### src/nlaf_pkg.sv
// Package: constants, codes, states and carriers of the NT line activation machine
package nlaf_pkg;

  // Clock rate and time figures in their own units
  localparam int unsigned CLK_HZ        = 100000000; // System clock rate
  localparam int unsigned CLK_MHZ       = 100;       // Same rate in MHz
  localparam int unsigned FRAME_LOST_US = 573000;    // Framing absent time
  localparam int unsigned SIG_SHORT_US  = 3000;      // Short signal loss time
  localparam int unsigned SIG_LONG_US   = 588000;    // Long signal loss time
  localparam int unsigned WAKE_TONE_US  = 9000;      // Wake tone timer
  localparam int unsigned RX_HOLD_US    = 40000;     // Receive reset hold time
  localparam int unsigned TONE_SYM_HZ   = 10000;     // Wake tone symbol rate

  // Derived cycle counts
  localparam int unsigned FRAME_LOST_CYC = FRAME_LOST_US * CLK_MHZ;
  localparam int unsigned SIG_SHORT_CYC  = SIG_SHORT_US * CLK_MHZ;
  localparam int unsigned SIG_LONG_CYC   = SIG_LONG_US * CLK_MHZ;
  localparam int unsigned WAKE_TONE_CYC  = WAKE_TONE_US * CLK_MHZ;
  localparam int unsigned RX_HOLD_CYC    = RX_HOLD_US * CLK_MHZ;
  localparam int unsigned TONE_SYM_CYC   = CLK_HZ / TONE_SYM_HZ;
  localparam int unsigned PATTERN_FRAMES = 4;        // Frames for block pattern

  // Register map
  localparam logic [7:0] REG_CTRL   = 8'h00;         // Control register
  localparam logic [7:0] REG_STATUS = 8'h04;         // Status register
  localparam int unsigned CTRL_WAKE_EN = 0;          // Accept remote wake tone
  localparam int unsigned CTRL_PD_EN   = 1;          // Allow power-down
  localparam logic [1:0] CTRL_RESET    = 2'h3;       // Control reset value
  localparam int unsigned STAT_STATE   = 0;          // State field, 5 bits
  localparam int unsigned STAT_QUAL    = 8;          // Qualified flags, 3 bits

  // Received control codes
  localparam logic [3:0] CI_TIMING_REQ   = 4'h0;
  localparam logic [3:0] CI_RESET        = 4'h1;
  localparam logic [3:0] CI_SEND_PULSES  = 4'h2;
  localparam logic [3:0] CI_DATA_THROUGH = 4'h3;
  localparam logic [3:0] CI_ERROR_IND    = 4'h6;
  localparam logic [3:0] CI_ACT_REQ      = 4'h8;
  localparam logic [3:0] CI_ACT_REQ_LOOP = 4'hA;
  localparam logic [3:0] CI_ACT_IND      = 4'hC;
  localparam logic [3:0] CI_DEACT_IND    = 4'hF;
  // Issued control codes
  localparam logic [3:0] CI_DEACT_REQ    = 4'h0;
  localparam logic [3:0] CI_POWER_UP     = 4'h7;
  localparam logic [3:0] CI_ACT_IND_LOOP = 4'hE;
  localparam logic [3:0] CI_DEACT_CONF   = 4'hF;

  // Line-side data word: two B channels and D channel
  localparam int unsigned DATA_W = 18;

  // Machine states
  typedef enum logic [4:0] {
    ST_RESET     = 5'h00,
    ST_DEACT     = 5'h01,
    ST_ALERT     = 5'h02,
    ST_ALERT1    = 5'h03,
    ST_EC_TRAIN  = 5'h04,
    ST_EC_TRAIN1 = 5'h05,
    ST_EQ_TRAIN  = 5'h06,
    ST_WAIT_SF   = 5'h07,
    ST_SYNC1     = 5'h08,
    ST_SYNC2     = 5'h09,
    ST_WAIT_ACT  = 5'h0A,
    ST_TRANSP    = 5'h0B,
    ST_ERR_ST    = 5'h0C,
    ST_PEND_DST  = 5'h0D,
    ST_PEND_DU   = 5'h0E,
    ST_PEND_RXR  = 5'h0F,
    ST_RX_RESET  = 5'h10,
    ST_AL_TRAIN  = 5'h11,
    ST_ANA_LOOP  = 5'h12
  } nlaf_state_type;

  // Line signal selection
  typedef enum logic [2:0] {
    SIG_SILENT        = 3'h0,
    SIG_WAKE_TONE     = 3'h1,
    SIG_ECHO_TRAIN    = 3'h2,
    SIG_SYNC_NO_SF    = 3'h3,
    SIG_SYNC_M_NORMAL = 3'h4,
    SIG_SYNC_FULL     = 3'h5
  } nlaf_sig_type;

  // Receiver conditions from the line
  typedef struct packed {
    logic frame_aligned;     // Basic frame alignment held
    logic signal_present;    // Receive level present
    logic frame_strobe;      // One pulse per basic frame
    logic frame_all_ones;    // This frame held all ones
    logic frame_all_zeros;   // This frame held all zeros
    logic frame_found;       // Frame found
    logic superframe_found;  // Superframe found
    logic remote_wake_tone;  // Far end wake tone heard
    logic ec_converged;      // Echo canceller converged
  } nlaf_line_type;

  // Overhead bits received from the far end
  typedef struct packed {
    logic act;               // Far end transparency bit
    logic dea;               // Deactivation bit, low starts it
    logic uoa;               // Activate downstream bit
  } nlaf_oh_type;

endpackage

### src/nlaf_top.sv
// Module: NT line activation state machine with condition qualifiers
//
// The Wishbone slave port and the address map were decided locally.
`timescale 1ns/100ps
// Summary of operation
// - framing_lost after 573 ms alignment absent
// - signal_gone_short after 3 ms level absent
// - signal_gone_long after 588 ms loss timer
// - pattern seen after four equal basic frames
// - zeros means remote sync; ones loop sync
// - echo_cancel_converged condition feeds the machine
// - remote wake tone starts an activation
// - downstream B, B, D all ones unless transparent
// - full sync after loop command or transparent
// - request/indication codes, loop variants with command
// - pending deactivation keeps previous transparency bit
// - active bit low for deact or timing codes
// - alerting from deactivated power-up, else confirm
// - alerting sends local wake tone for timer
// - wake tone in receive reset, incomplete: alerting 1
// - loop-back transparent, left by unconditional command
// - power-down only in deactivated state
// - echo training signal, gain/timing/equalizer held
// - echo training 1 when deactivation incomplete
// - wake tone alternates plus/minus three at 10 kHz
// - state timers start at state entry
module nlaf_top
  import nlaf_pkg::*;
#(
  parameter int unsigned FRAME_LOST_N = nlaf_pkg::FRAME_LOST_CYC, // Framing loss cycles
  parameter int unsigned SIG_SHORT_N  = nlaf_pkg::SIG_SHORT_CYC,  // Short loss cycles
  parameter int unsigned SIG_LONG_N   = nlaf_pkg::SIG_LONG_CYC,   // Long loss cycles
  parameter int unsigned WAKE_TONE_N  = nlaf_pkg::WAKE_TONE_CYC,  // Wake tone cycles
  parameter int unsigned RX_HOLD_N    = nlaf_pkg::RX_HOLD_CYC,    // Receive reset hold
  parameter int unsigned TONE_SYM_N   = nlaf_pkg::TONE_SYM_CYC    // Tone symbol cycles
) (
  input  wire logic                         clk_i,         // System clock
  input  wire logic                         rst_i,         // Synchronous reset
  input  wire logic [7:0]                   adr_i,         // Bus byte address
  input  wire logic [31:0]                  dat_i,         // Bus write data
  output logic      [31:0]                  dat_o,         // Bus read data
  input  wire logic                         we_i,          // Bus write enable
  input  wire logic [3:0]                   sel_i,         // Bus byte selects
  input  wire logic                         cyc_i,         // Bus cycle
  input  wire logic                         stb_i,         // Bus strobe
  output logic                              ack_o,         // Bus acknowledge
  input  wire nlaf_pkg::nlaf_line_type      line_i,        // Line conditions
  input  wire nlaf_pkg::nlaf_oh_type        oh_rx_i,       // Received overhead bits
  input  wire logic [3:0]                   ci_rx_i,       // Received control code
  input  wire logic                         loop_cmd_i,    // Loop B channels pulse
  input  wire logic                         return_cmd_i,  // Return to normal pulse
  input  wire logic [nlaf_pkg::DATA_W-1:0]  line_data_i,   // Data from the line
  input  wire logic [nlaf_pkg::DATA_W-1:0]  ds_data_i,     // Data from downstream
  output logic      [nlaf_pkg::DATA_W-1:0]  ds_data_o,     // Data to downstream
  output logic      [nlaf_pkg::DATA_W-1:0]  line_data_o,   // Data to the line
  output nlaf_pkg::nlaf_sig_type            tx_signal_o,   // Line signal selection
  output logic                              tone_plus_o,   // Wake tone symbol sign
  output logic      [3:0]                   ci_tx_o,       // Issued control code
  output logic                              act_bit_o,     // Transparency bit sent
  output logic                              sai_bit_o,     // Downstream active bit
  output logic                              train_hold_o,  // Gain/timing/eq held
  output logic                              power_down_o   // Power-down permitted
);

  import nlaf_pkg::*;

  nlaf_state_type state;         // Present state
  nlaf_state_type next_state;    // Next state
  logic [3:0]     ci_q;          // Registered received code
  logic           loop_mode;     // Loop command in force
  logic           transp_seen;   // Transparent reached this activation
  logic           alert_pu;      // Alerting entered from deactivated
  logic [31:0]    tmr;           // Cycles since state entry
  logic [31:0]    tone_cnt;      // Tone symbol counter
  logic [2:0]     qual;          // framing_lost, short, long
  logic [2:0]     qual_abs;      // Monitored absences
  logic [1:0]     pat_seen;      // ones, zeros pattern seen
  logic [1:0]     pat_hit;       // Frame matched pattern
  logic [1:0]     ctrl;          // Control register
  logic           ec_conv;       // echo_cancel_converged
  logic           framing_lost;  // Qualified framing loss
  logic           signal_gone_short; // Qualified short loss
  logic           signal_gone_long;  // Qualified long loss
  logic           ones_pattern_seen;  // Ones block pattern
  logic           zeros_pattern_seen; // Zeros block pattern
  logic           state_change;  // Next state differs

  localparam int unsigned QUAL_LIM [3] = '{FRAME_LOST_N, SIG_SHORT_N, SIG_LONG_N};

  // Decode for states where the line is synchronised and loss matters
  function automatic logic line_up(input nlaf_state_type s);
    case (s)
      ST_EQ_TRAIN, ST_WAIT_SF, ST_SYNC1, ST_SYNC2, ST_WAIT_ACT,
      ST_TRANSP, ST_ERR_ST, ST_PEND_DST: line_up = 1'b1;
      default: line_up = 1'b0;
    endcase
  endfunction

  // Decode for states sending a sync signal
  function automatic logic sync_state(input nlaf_state_type s);
    case (s)
      ST_SYNC1, ST_SYNC2, ST_WAIT_ACT, ST_TRANSP, ST_ERR_ST,
      ST_PEND_DST, ST_PEND_DU, ST_ANA_LOOP: sync_state = 1'b1;
      default: sync_state = 1'b0;
    endcase
  endfunction

  // Monitored absences
  assign qual_abs           = {~line_i.signal_present, ~line_i.signal_present, ~line_i.frame_aligned};
  assign framing_lost       = qual[0];
  assign signal_gone_short  = qual[1];
  assign signal_gone_long   = qual[2];
  assign pat_hit            = {line_i.frame_all_ones, line_i.frame_all_zeros};
  assign ones_pattern_seen  = pat_seen[1];
  assign zeros_pattern_seen = pat_seen[0];
  assign state_change       = (next_state != state);

  // Qualification counters, one per condition
  generate
    for (genvar q = 0; q < 3; q++) begin : g_qual
      logic [31:0] cnt; // Cycles of absence
      always_ff @(posedge clk_i) begin
        if (rst_i || !qual_abs[q]) begin
          cnt     <= 32'h0000_0000;
          qual[q] <= 1'b0;
        end else if (cnt >= QUAL_LIM[q] - 1) begin
          qual[q] <= 1'b1;
        end else begin
          cnt <= cnt + 32'h0000_0001;
        end
      end
    end
  endgenerate

  // Block pattern detectors over consecutive basic frames
  generate
    for (genvar p = 0; p < 2; p++) begin : g_pat
      logic [2:0] run; // Matching frames in a row
      always_ff @(posedge clk_i) begin
        if (rst_i) begin
          run         <= 3'h0;
          pat_seen[p] <= 1'b0;
        end else if (line_i.frame_strobe) begin
          if (!pat_hit[p]) begin
            run         <= 3'h0;
            pat_seen[p] <= 1'b0;
          end else if (run >= 3'(PATTERN_FRAMES - 1)) begin
            pat_seen[p] <= 1'b1;
          end else begin
            run <= run + 3'h1;
          end
        end
      end
    end
  endgenerate

  // Echo canceller convergence condition
  always_ff @(posedge clk_i) begin
    if (rst_i) begin
      ec_conv <= 1'b0;
    end else begin
      ec_conv <= line_i.ec_converged;
    end
  end

  // Received code register
  always_ff @(posedge clk_i) begin
    if (rst_i) begin
      ci_q <= CI_DEACT_IND;
    end else begin
      ci_q <= ci_rx_i;
    end
  end

  // Loop history; a loop command beats a return in the same cycle
  always_ff @(posedge clk_i) begin
    if (rst_i) begin
      loop_mode <= 1'b0;
    end else if (loop_cmd_i) begin
      loop_mode <= 1'b1;
    end else if (return_cmd_i || state == ST_DEACT || state == ST_RESET) begin
      loop_mode <= 1'b0;
    end
  end

  // Transparent reached during this activation
  always_ff @(posedge clk_i) begin
    if (rst_i) begin
      transp_seen <= 1'b0;
    end else if (state == ST_TRANSP) begin
      transp_seen <= 1'b1;
    end else if (state == ST_DEACT || state == ST_RESET || state == ST_RX_RESET) begin
      transp_seen <= 1'b0;
    end
  end

  // State timer, restarted on every entry
  always_ff @(posedge clk_i) begin
    if (rst_i || state_change) begin
      tmr <= 32'h0000_0000;
    end else if (tmr != 32'hFFFF_FFFF) begin
      tmr <= tmr + 32'h0000_0001;
    end
  end

  // Next state
  always_comb begin
    next_state = state;
    case (state)
      ST_RESET: begin
        next_state = (ci_q == CI_ACT_REQ_LOOP) ? ST_AL_TRAIN : ST_DEACT;
      end
      ST_DEACT: begin
        if (ci_q == CI_ACT_REQ_LOOP) begin
          next_state = ST_AL_TRAIN;
        end else if ((line_i.remote_wake_tone && ctrl[CTRL_WAKE_EN]) || ci_q == CI_ACT_REQ) begin
          next_state = ST_ALERT;
        end
      end
      ST_ALERT: begin
        if (tmr >= WAKE_TONE_N - 1) begin
          next_state = ST_EC_TRAIN;
        end
      end
      ST_ALERT1: begin
        if (ci_q == CI_DEACT_IND) begin
          next_state = ST_ALERT;
        end else if (tmr >= WAKE_TONE_N - 1) begin
          next_state = ST_EC_TRAIN1;
        end
      end
      ST_EC_TRAIN: begin
        if (ec_conv) begin
          next_state = ST_EQ_TRAIN;
        end
      end
      ST_EC_TRAIN1: begin
        if (ci_q == CI_DEACT_IND) begin
          next_state = ST_EC_TRAIN;
        end
      end
      ST_EQ_TRAIN: begin
        if (line_i.frame_found) begin
          next_state = ST_WAIT_SF;
        end
      end
      ST_WAIT_SF: begin
        if (line_i.superframe_found && zeros_pattern_seen) begin
          next_state = ST_SYNC1;
        end
      end
      ST_SYNC1: begin
        if (oh_rx_i.uoa) begin
          next_state = ST_SYNC2;
        end
      end
      ST_SYNC2: begin
        if (ci_q == CI_ACT_IND) begin
          next_state = ST_WAIT_ACT;
        end
      end
      ST_WAIT_ACT: begin
        if (oh_rx_i.act) begin
          next_state = ST_TRANSP;
        end
      end
      ST_TRANSP: begin
        if (!oh_rx_i.uoa) begin
          next_state = ST_PEND_DST;
        end else if (ci_q == CI_ERROR_IND) begin
          next_state = ST_ERR_ST;
        end
      end
      ST_ERR_ST: begin
        if (ci_q == CI_ACT_IND) begin
          next_state = ST_WAIT_ACT;
        end
      end
      ST_PEND_DST: begin
        if (ci_q == CI_DEACT_IND) begin
          next_state = ST_SYNC1;
        end
      end
      ST_PEND_DU, ST_PEND_RXR: begin
        if (signal_gone_short) begin
          next_state = ST_RX_RESET;
        end
      end
      ST_RX_RESET: begin
        if (line_i.remote_wake_tone && ctrl[CTRL_WAKE_EN]) begin
          next_state = (ci_q == CI_DEACT_IND) ? ST_ALERT : ST_ALERT1;
        end else if (tmr >= RX_HOLD_N - 1 && ci_q == CI_DEACT_IND) begin
          next_state = ST_DEACT;
        end
      end
      ST_AL_TRAIN: begin
        if (ones_pattern_seen) begin
          next_state = ST_ANA_LOOP;
        end
      end
      ST_ANA_LOOP: begin
        next_state = ST_ANA_LOOP;
      end
      default: begin
        next_state = ST_RESET;
      end
    endcase
    // Far end starts deactivation
    if (state >= ST_SYNC1 && state <= ST_PEND_DST && !oh_rx_i.dea) begin
      next_state = ST_PEND_DU;
    end
    // Unexpected loss while synchronised
    if (line_up(state) && (framing_lost || signal_gone_long)) begin
      next_state = ST_PEND_RXR;
    end
    // Unconditional commands win over everything
    if (ci_q == CI_RESET || ci_q == CI_SEND_PULSES) begin
      next_state = ST_RESET;
    end else if (ci_q == CI_DATA_THROUGH) begin
      next_state = ST_TRANSP;
    end
  end

  // State register and alerting entry origin
  always_ff @(posedge clk_i) begin
    if (rst_i) begin
      state    <= ST_RESET;
      alert_pu <= 1'b0;
    end else begin
      state <= next_state;
      if (next_state == ST_ALERT && state != ST_ALERT) begin
        alert_pu <= (state == ST_DEACT);
      end
    end
  end

  // Wake tone symbol alternation
  always_ff @(posedge clk_i) begin
    if (rst_i || (state != ST_ALERT && state != ST_ALERT1)) begin
      tone_cnt    <= 32'h0000_0000;
      tone_plus_o <= 1'b1;
    end else if (tone_cnt >= TONE_SYM_N - 1) begin
      tone_cnt    <= 32'h0000_0000;
      tone_plus_o <= ~tone_plus_o;
    end else begin
      tone_cnt <= tone_cnt + 32'h0000_0001;
    end
  end

  // Line signal selection
  always_ff @(posedge clk_i) begin
    if (rst_i) begin
      tx_signal_o <= SIG_SILENT;
    end else if (state == ST_ALERT || state == ST_ALERT1) begin
      tx_signal_o <= SIG_WAKE_TONE;
    end else if (state == ST_EC_TRAIN || state == ST_EC_TRAIN1 || state == ST_AL_TRAIN) begin
      tx_signal_o <= SIG_ECHO_TRAIN;
    end else if (state == ST_WAIT_SF) begin
      tx_signal_o <= SIG_SYNC_NO_SF;
    end else if (sync_state(state)) begin
      tx_signal_o <= (loop_mode || transp_seen || state == ST_TRANSP) ?
                     SIG_SYNC_FULL : SIG_SYNC_M_NORMAL;
    end else begin
      tx_signal_o <= SIG_SILENT;
    end
  end

  // Issued control code
  always_ff @(posedge clk_i) begin
    if (rst_i) begin
      ci_tx_o <= CI_DEACT_CONF;
    end else begin
      case (state)
        ST_ALERT:    ci_tx_o <= alert_pu ? CI_POWER_UP : CI_DEACT_CONF;
        ST_SYNC2,
        ST_WAIT_ACT,
        ST_ERR_ST:   ci_tx_o <= loop_mode ? CI_ACT_REQ_LOOP : CI_ACT_REQ;
        ST_TRANSP:   ci_tx_o <= loop_mode ? CI_ACT_IND_LOOP : CI_ACT_IND;
        ST_ANA_LOOP: ci_tx_o <= CI_ACT_IND_LOOP;
        ST_PEND_DST: ci_tx_o <= CI_DEACT_REQ;
        ST_PEND_RXR: ci_tx_o <= CI_ERROR_IND;
        default:     ci_tx_o <= CI_DEACT_CONF;
      endcase
    end
  end

  // Overhead bits
  always_ff @(posedge clk_i) begin
    if (rst_i) begin
      act_bit_o <= 1'b0;
      sai_bit_o <= 1'b0;
    end else begin
      sai_bit_o <= !(ci_q == CI_DEACT_IND || ci_q == CI_TIMING_REQ);
      if (state == ST_PEND_DST || state == ST_PEND_DU) begin
        act_bit_o <= act_bit_o;
      end else begin
        act_bit_o <= (state == ST_WAIT_ACT || state == ST_TRANSP || state == ST_ANA_LOOP);
      end
    end
  end

  // Data paths, ones outside the transparent states
  always_ff @(posedge clk_i) begin
    if (rst_i) begin
      ds_data_o   <= {DATA_W{1'b1}};
      line_data_o <= {DATA_W{1'b1}};
    end else if (state == ST_TRANSP || state == ST_ANA_LOOP) begin
      ds_data_o   <= line_data_i;
      line_data_o <= ds_data_i;
    end else begin
      ds_data_o   <= {DATA_W{1'b1}};
      line_data_o <= {DATA_W{1'b1}};
    end
  end

  // Training hold and power-down permission
  always_ff @(posedge clk_i) begin
    if (rst_i) begin
      train_hold_o <= 1'b0;
      power_down_o <= 1'b0;
    end else begin
      train_hold_o <= (state == ST_EC_TRAIN || state == ST_EC_TRAIN1 || state == ST_AL_TRAIN);
      power_down_o <= (state == ST_DEACT) && (ci_q == CI_DEACT_IND) && ctrl[CTRL_PD_EN];
    end
  end

  // Bus slave: one wait state, then ack for one cycle
  always_ff @(posedge clk_i) begin
    if (rst_i) begin
      ack_o <= 1'b0;
      dat_o <= 32'h0000_0000;
      ctrl  <= CTRL_RESET;
    end else begin
      ack_o <= cyc_i && stb_i && !ack_o;
      if (cyc_i && stb_i && !ack_o) begin
        if (we_i && sel_i[0] && adr_i == REG_CTRL) begin
          ctrl <= dat_i[1:0];
        end
        case (adr_i)
          REG_CTRL:   dat_o <= {30'h0000_0000, ctrl};
          REG_STATUS: dat_o <= {16'h0000, transp_seen, loop_mode, ec_conv, pat_seen, qual, 3'h0, state};
          default:    dat_o <= 32'h0000_0000;
        endcase
      end
    end
  end

endmodule

### config.mk
export PLATFORM = sky130hd
export DESIGN_NAME = nlaf_top
export DESIGN_NICKNAME = d
export VERILOG_FILES = /design/src/nlaf_pkg.sv /design/src/nlaf_top.sv
export SDC_FILE = /design/constraint.sdc
export NUM_CORES = 1
export LEC_CHECK = 0
export BUFFER_PORTS_ARGS = -buffer_cell sky130_fd_sc_hd__buf_2
export CAP_MARGIN = 20
export CORE_MARGIN = 2
export CORE_UTILIZATION = 56
export DETAILED_ROUTE_END_ITERATION = 8
export PLACE_DENSITY = 0.8
export SYNTH_ARGS = -nofsm -noshare
export SYNTH_HDL_FRONTEND = slang
export SYNTH_SLANG_ARGS = --single-unit
### constraint.sdc
create_clock -name clk_i -period 3.55 [get_ports clk_i]
set_input_delay 0.71 -clock clk_i [delete_from_list [all_inputs] [get_ports clk_i]]
set_output_delay 0.71 -clock clk_i [all_outputs]
set_load 0.02 [all_outputs]
=== Word-level counts from Yosys, hierarchy flattened ===
Memory sizes are Yosys's and may differ from the RTL's. A register that Yosys moved wholly into a read port is not among the register bits.
Cells that the tools add are included.

* Register bits after elaboration: 267
* Bits in read-only memories: 48
* Input bits: 103
* Output and inout bits: 81
* Logic and storage cells: 200
* Memories: 2

{| class="wikitable"
|+ Memory list
! name !! words !! width !! rd ports !! clocked after memory_dff !! write ports !! RTL line !! source
|-
| (no name shown) || 32 || 1 || 1 || 1 || 0 || nlaf_top.sv:101 || <nowiki>case (s)</nowiki>
|-
| (no name shown) || 16 || 1 || 1 || 1 || 0 || nlaf_top.sv:92 || <nowiki>case (s)</nowiki>
|}

* Add/sub/neg operators: 7
* Order comparisons: 10
* Equality and inequality tests: 36
* Mux-type cells: 55
* Bitwise logic cells: 3
* Reduce and logical (&&, ||, !) cells: 55

{| class="wikitable"
|+ Operators with widths
! cell !! count
|-
| $add A32 B1 Y32 const B || 5
|-
| $mux W5 || 25
|-
| $pmux W5 S17 || 1
|-
| $ge A32 B26 Y1 const B || 2
|-
| $eq A5 B4 Y1 const B || 8
|-
| $ge A32 B14 Y1 const B || 1
|-
| $ge A32 B19 Y1 const B || 1
|-
| $ge A32 B20 Y1 const B || 1
|-
| $ge A32 B22 Y1 const B || 1
|-
| $ne A32 B32 Y1 const B || 1
|-
| $pmux W16 S2 || 1
|-
| $pmux W4 S6 || 1
|-
| $logic_or A1 B1 Y1 || 21
|-
| $eq A5 B3 Y1 const B || 4
|-
| $mux W1 || 17
|-
| $eq A4 B4 Y1 const B || 4
|-
| $eq A5 B2 Y1 const B || 3
|-
| $eq A5 B5 Y1 const B || 3
|-
| $logic_and A1 B1 Y1 || 14
|-
| $mux W3 || 4
|-
| $ne A5 B2 Y1 const B || 2
|-
| $reduce_and A2 Y1 || 5
|-
| $reduce_or A2 Y1 || 5
|-
| $eq A4 B2 Y1 const B || 2
|-
| 21 further kinds || 34
|}

=== Longest topological paths before layout ===
* Depth in word-level cells: 11
* Depth in mapped cells: 11
* Gate-level depth less buffers: 9

=== Worst setup path after synthesis ===
No wires, ideal clock.

* Path type: input to register
* From: input port line_i[1] (netlist bit)
* To: register tmr[18]
* Setup time: 0.063 ns
* Arrival: 2.748 ns
* Required time: 3.487 ns
* Path slack: 0.739 ns
* Stages on the path: 9
* Cell sequence: nand2_1 > nor3_1 > or4_1 > o31a_1 > or4_1 > a211oi_2 > nand4_2 > buf_6 > nor2_2

* Longest elaborated chain between the ends: 11

{| class="wikitable"
|+ Ends and longest elaborated chain
! what !! RTL line !! source
|-
| start: declaration || nlaf_top.sv:47 || <nowiki>input wire nlaf_pkg::nlaf_line_type line_i,</nowiki>
|-
| $logic_and A1 B1 Y1 (*) || nlaf_top.sv:216, nlaf_top.sv:290 ||
|-
| $logic_or A1 B1 Y1 || nlaf_top.sv:216 || <nowiki>end else if ((line_i.remote_wake_tone && ctrl[CTRL_WAKE_EN]) || ci_q == CI_ACT_REQ) begin</nowiki>
|-
| $mux W5 || nlaf_top.sv:216 ||
|-
| $mux W5 || nlaf_top.sv:214 || <nowiki>if (ci_q == CI_ACT_REQ_LOOP) begin</nowiki>
|-
| $pmux W5 S17 (*) || nlaf_top.sv:209 || <nowiki>case (state)</nowiki>
|-
| $mux W5 (*) || nlaf_top.sv:309 || <nowiki>if (state >= ST_SYNC1 && state <= ST_PEND_DST && !oh_rx_i.dea) begin</nowiki>
|-
| $mux W5 (*) || nlaf_top.sv:313 || <nowiki>if (line_up(state) && (framing_lost || signal_gone_long)) begin</nowiki>
|-
| $mux W5 (*) || nlaf_top.sv:319 || <nowiki>end else if (ci_q == CI_DATA_THROUGH) begin</nowiki>
|-
| $mux W5 (*) || nlaf_top.sv:317 || <nowiki>if (ci_q == CI_RESET || ci_q == CI_SEND_PULSES) begin</nowiki>
|-
| $ne A5 B5 Y1 (*) || nlaf_top.sv:116 || <nowiki>assign state_change = (next_state != state);</nowiki>
|-
| $logic_or A1 B1 Y1 (*) || nlaf_top.sv:199 || <nowiki>if (rst_i || state_change) begin</nowiki>
|-
| end signal: assignment || nlaf_top.sv:202 || <nowiki>tmr <= tmr + 32'h0000_0001;</nowiki>
|-
| end: declaration || nlaf_top.sv:73 || <nowiki>logic [31:0] tmr;</nowiki>
|}

Mark *: on every way between the ends. The rest lies on a longest branch, timed or not.
A chain may end at the register's enable or synchronous reset.

=== Final worst setup path ===
* From: register state[4]
* To: register tmr[19]

* Longest elaborated chain between the ends: 9

{| class="wikitable"
|+ Ends and longest elaborated chain
! what !! RTL line !! source
|-
| start: declaration || nlaf_top.sv:67 || <nowiki>nlaf_state_type state;</nowiki>
|-
| start signal: assignment || nlaf_top.sv:330 || <nowiki>state <= next_state;</nowiki>
|-
| $eq A5 B4 Y1, or another cell as far along || nlaf_top.sv:209 ||
|-
| $reduce_or A2 Y1, or another cell as far along || nlaf_top.sv:209 ||
|-
| $pmux W5 S17 / $logic_and A1 B1 Y1 (equally long branches) || nlaf_top.sv:209, nlaf_top.sv:309 ||
|-
| $mux W5 || nlaf_top.sv:309 ||
|-
| $mux W5 || nlaf_top.sv:313 ||
|-
| $mux W5 || nlaf_top.sv:319 ||
|-
| $mux W5 || nlaf_top.sv:317 ||
|-
| $ne A5 B5 Y1 (*) || nlaf_top.sv:116 ||
|-
| $logic_or A1 B1 Y1 (*) || nlaf_top.sv:199 ||
|}

Marked as above.

==> results_dict.tcl <==
set metrics [dict create \
    vdd.ir_drop.worst_v 0.000410 \
    static-leakage-power_nw 4.78 \
    port_bufs 131 \
    synth-compound-area-share_pct 10.4 \
    synthDominantAreaCellType "dfxtp_1" \
    timing.max_slew.rel_slack_pct 34.0 \
    fin_worst_skew_ns 0.0110 \
    synthMuxAreaShare_pct 0.673 \
    post_synth_num_cell_types 74 \
    p_comb_share_pct 7.3 \
    die_x_um 143 \
    fmax_mhz 299 \
    worstPathArrival_ns 3.81 \
    post_route_cells_drive_above_1_share_pct 20.1 \
    power.switching_fraction_pct 23.2 \
    r2r_slack_ns 0.21 \
    post-route-worst-setup-slack_ns 0.210 \
    worst_hold_path_type "primary input to flop" \
    drc_errors 0 \
    grt_overflow 0 \
    fin_hold_ws_ns 0.349 \
    routed_via_density 5.47 \
    seq_area_frac_synth_pct 46.4 \
    finalHoldViolations 0 \
    groute.usage.overall_pct 23.0 \
    power_per_cell_area_mw_per_mm2 487 \
    clk_path_buf_depth 3 \
    wirelength_per_cell_um 14.6 \
    finish.cell_count_without_fillers 1633 \
    synthFlopType "dfxtp_1" \
    syn_area_per_cell_um2 8.89 \
    num_io_pins 184 \
    critPathRequiredTime_ns 4.02 \
    synthXorXnorAreaFrac_pct 8.69 \
    totalPowerFinal_mw 6.11 \
    post_synth_instance_area_mm2 0.0108 \
    number_of_flops_mapped_to_enable_cells_by_yosys 0 \
    cts_tree "yes" \
    routed_wirelength_mm 23.8 \
    largest_family_of_logic_cells_by_synthesized_area "simple AND/OR/NAND/NOR gates" \
    filler_cell_count 1549 \
    footprint_of_the_flip_flops_and_latches_mm2 0.00500 \
    timing.final.setup_violations 0 \
    startpoint_type "flop" \
    synthTopCellsByArea "dfxtp_1, xor2_1, nor2_1" \
    cts-htree-levels 1 \
    place_ws_ns 0.336 \
    core_area_mm2 0.0188 \
    die_outline_area_mm2 0.0204 \
    routed-wl-met3_mm 1.74 \
    cts-root-buf "clkbuf_16" \
    pins_over_slew_limit 0 \
    clock_power_share_pct 45.6 \
    max-cap-violations 0 \
    post-route-util_pct 66.7 \
    detailroute.via_count 8930 \
    critical_setup_path_kind "flop to flop" \
    final_cell_area_mm2 0.0126 \
    gp_congestion 0.945 \
    place_hpwl_mm 16.9 \
    synth_async_sr_flop_share_pct 0 \
    synth_adder_area_share_pct 1.04 \
    post_synth_and_or_nand_nor_area_fraction_pct 28.1 \
    initial_core_utilization_pct 57.3 \
    clkSinkCount 250 \
    ys_top_cells_by_count "dfxtp_1, nor2_1, xor2_1" \
    cts-resized-gates 0 \
    power.net_switching_mw 1.42 \
    timing.critical_path.fanout_max 32 \
    finalNetCount 1466 \
    postRouteAntennaNets 0 \
    cts_made_buffers 26 \
    p_int_mw 4.69 \
    setup_repair_after_global_routing_missed_its_margin "false" \
    synthesis_stage_register_bit_count 250 \
    wirelength_met1_mm 10.5 \
    first_pass_grt_wire_length_mm 39.2 \
    layout_worst_path_cycle_share_pct 94.1 \
    grt_max_degree 46 \
    yosys.cell_count.top_type "dfxtp_1" \
    die_h_um 143 \
    drt_pre_antenna_iters 5 \
    dr.max_layer_used "met4" \
    seq_power_share_pct 47.1 \
    timing.setup.tns_ns 0 \
    post_synth_inst_count 1213 \
    placed_area_mm2 0.0116 \
    met2_wirelength_mm 11.0 \
    std_cell_rows 50 \
    cts_hold_buf 0 \
    transition_time_at_the_pin_with_the_least_slew_margin_ns 0.987 \
    clk_latency_ns 0.54 \
    critPathCaptureType "flop" \
    synth_warnings 0 \
    number_of_design_rule_violations_left_by_the_first_detailed_router_iteration 578 \
    area_growth_syn_to_layout_pct 16.4 \
    multiInputGateArea_mm2 0.00542 \
    final.min_clock_period_ns 3.34 \
    cts_post_setup_buffers_inserted 0 \
    first_global_vias 8412 \
    grt_antenna_before_repair 1 \
    synth.top_cell.area_share_pct 46.4 \
    outcome "complete, no violations" \
    path_clk_slew_ns 0.06 \
    dp.cells 1585 \
]
placed cells by master (no fill, tap or decap), types with 22 or more instances in the layout:
cell type / netlist / routed
nor3_1: 23 / 23
nor4_1: 22 / 22
nand2_1: 67 / 67
and2_1: 39 / 39
xnor2_1: 37 / 37
nor2_1: 152 / 152
buf_2: 3 / 132
nor2_2: 30 / 30
a21oi_1: 43 / 43
inv_1: 30 / 30
conb_1: 1 / 37
o21ai_0: 30 / 30
clkbuf_16: 0 / 26
dfxtp_1: 250 / 250
nand4_1: 31 / 31
nand3_1: 55 / 55
or2_2: 46 / 46
xor2_1: 70 / 70
power by group through the flow:
| stage | clock, mW | sequential (mW) | combinational [mW] |
|---|---|---|---|
| detailed placement | 0 | 2.94 | 0.436 |
| global placement | 0 | 2.94 | 0.431 |
| floorplan | 0 | 2.93 | 0.347 |
| global route | 2.95 | 2.88 | 0.489 |
| finish | 2.78 | 2.88 | 0.447 |
| CTS | 2.83 | 2.88 | 0.440 |
path summary, 6_finish.rpt:
check / startpoint / end / depth (start not counted)
max: state[4]$_SDFF_PP0_ / tmr[19]$_SDFFE_PP0P_ / 9
min: line_data_i[8] / ds_data_o[8]$_SDFF_PP1_ / 2
max reg2reg: state[4]$_SDFF_PP0_ / tmr[19]$_SDFFE_PP0P_ / 9
min reg2reg: g_qual[2].cnt[28]$_SDFFE_PP0N_ / g_qual[2].cnt[28]$_SDFFE_PP0N_ / 1
worst max-delay path, stage by stage (launching register included):
cell and delay [ns]:
dfxtp_1 0.71, nand2b_1 0.31, nor4_1 0.07, or4_1 0.56, o31a_1 0.33, or4_1 0.43
a211oi_2 0.29, nand4_2 0.11, buf_4 0.30, nor2_2 0.15
area by class of cell:
cell class,count,share of cell area [%]
inverter,31,0.927
multi-input combinational,896,43.2
clock inverter,7,1.08
antenna,1,0.0199
timing repair buffer,149,6.28
clock buffer,39,6.05
tap,260,2.59
sequential,250,39.9
flip-flops by register name, indices dropped and copies added, names as in the netlist, 2 cells and up, named ones only:
register,cells
tmr,32
tx_signal_o,3
tone_cnt,32
g_qual.cnt,96
dat_o,13
ctrl,2
ci_tx_o,4
state,5
ds_data_o,18
g_pat.run,6
line_data_o,18
ci_q,4
metal layers:
metal  up-vias  track usage [%]
met5         -                0
met4         0             7.19
met3        51             4.80
met2       329             38.8
met1      4111             29.6
li1       4439                -
cells by family (layout without fill, tap and decap cells):
family | count (synthesis) | after routing
muxes | 7 | 7
buffers and inverters | 103 | 226
other | 1 | 38
adders and majority gates | 9 | 9
and+or+nand+nor | 569 | 569
DFF | 250 | 250
AOI/OAI and AO/OA | 167 | 167
xor gates and xnor gates | 107 | 107
Power figures use the tool's default switching activity.
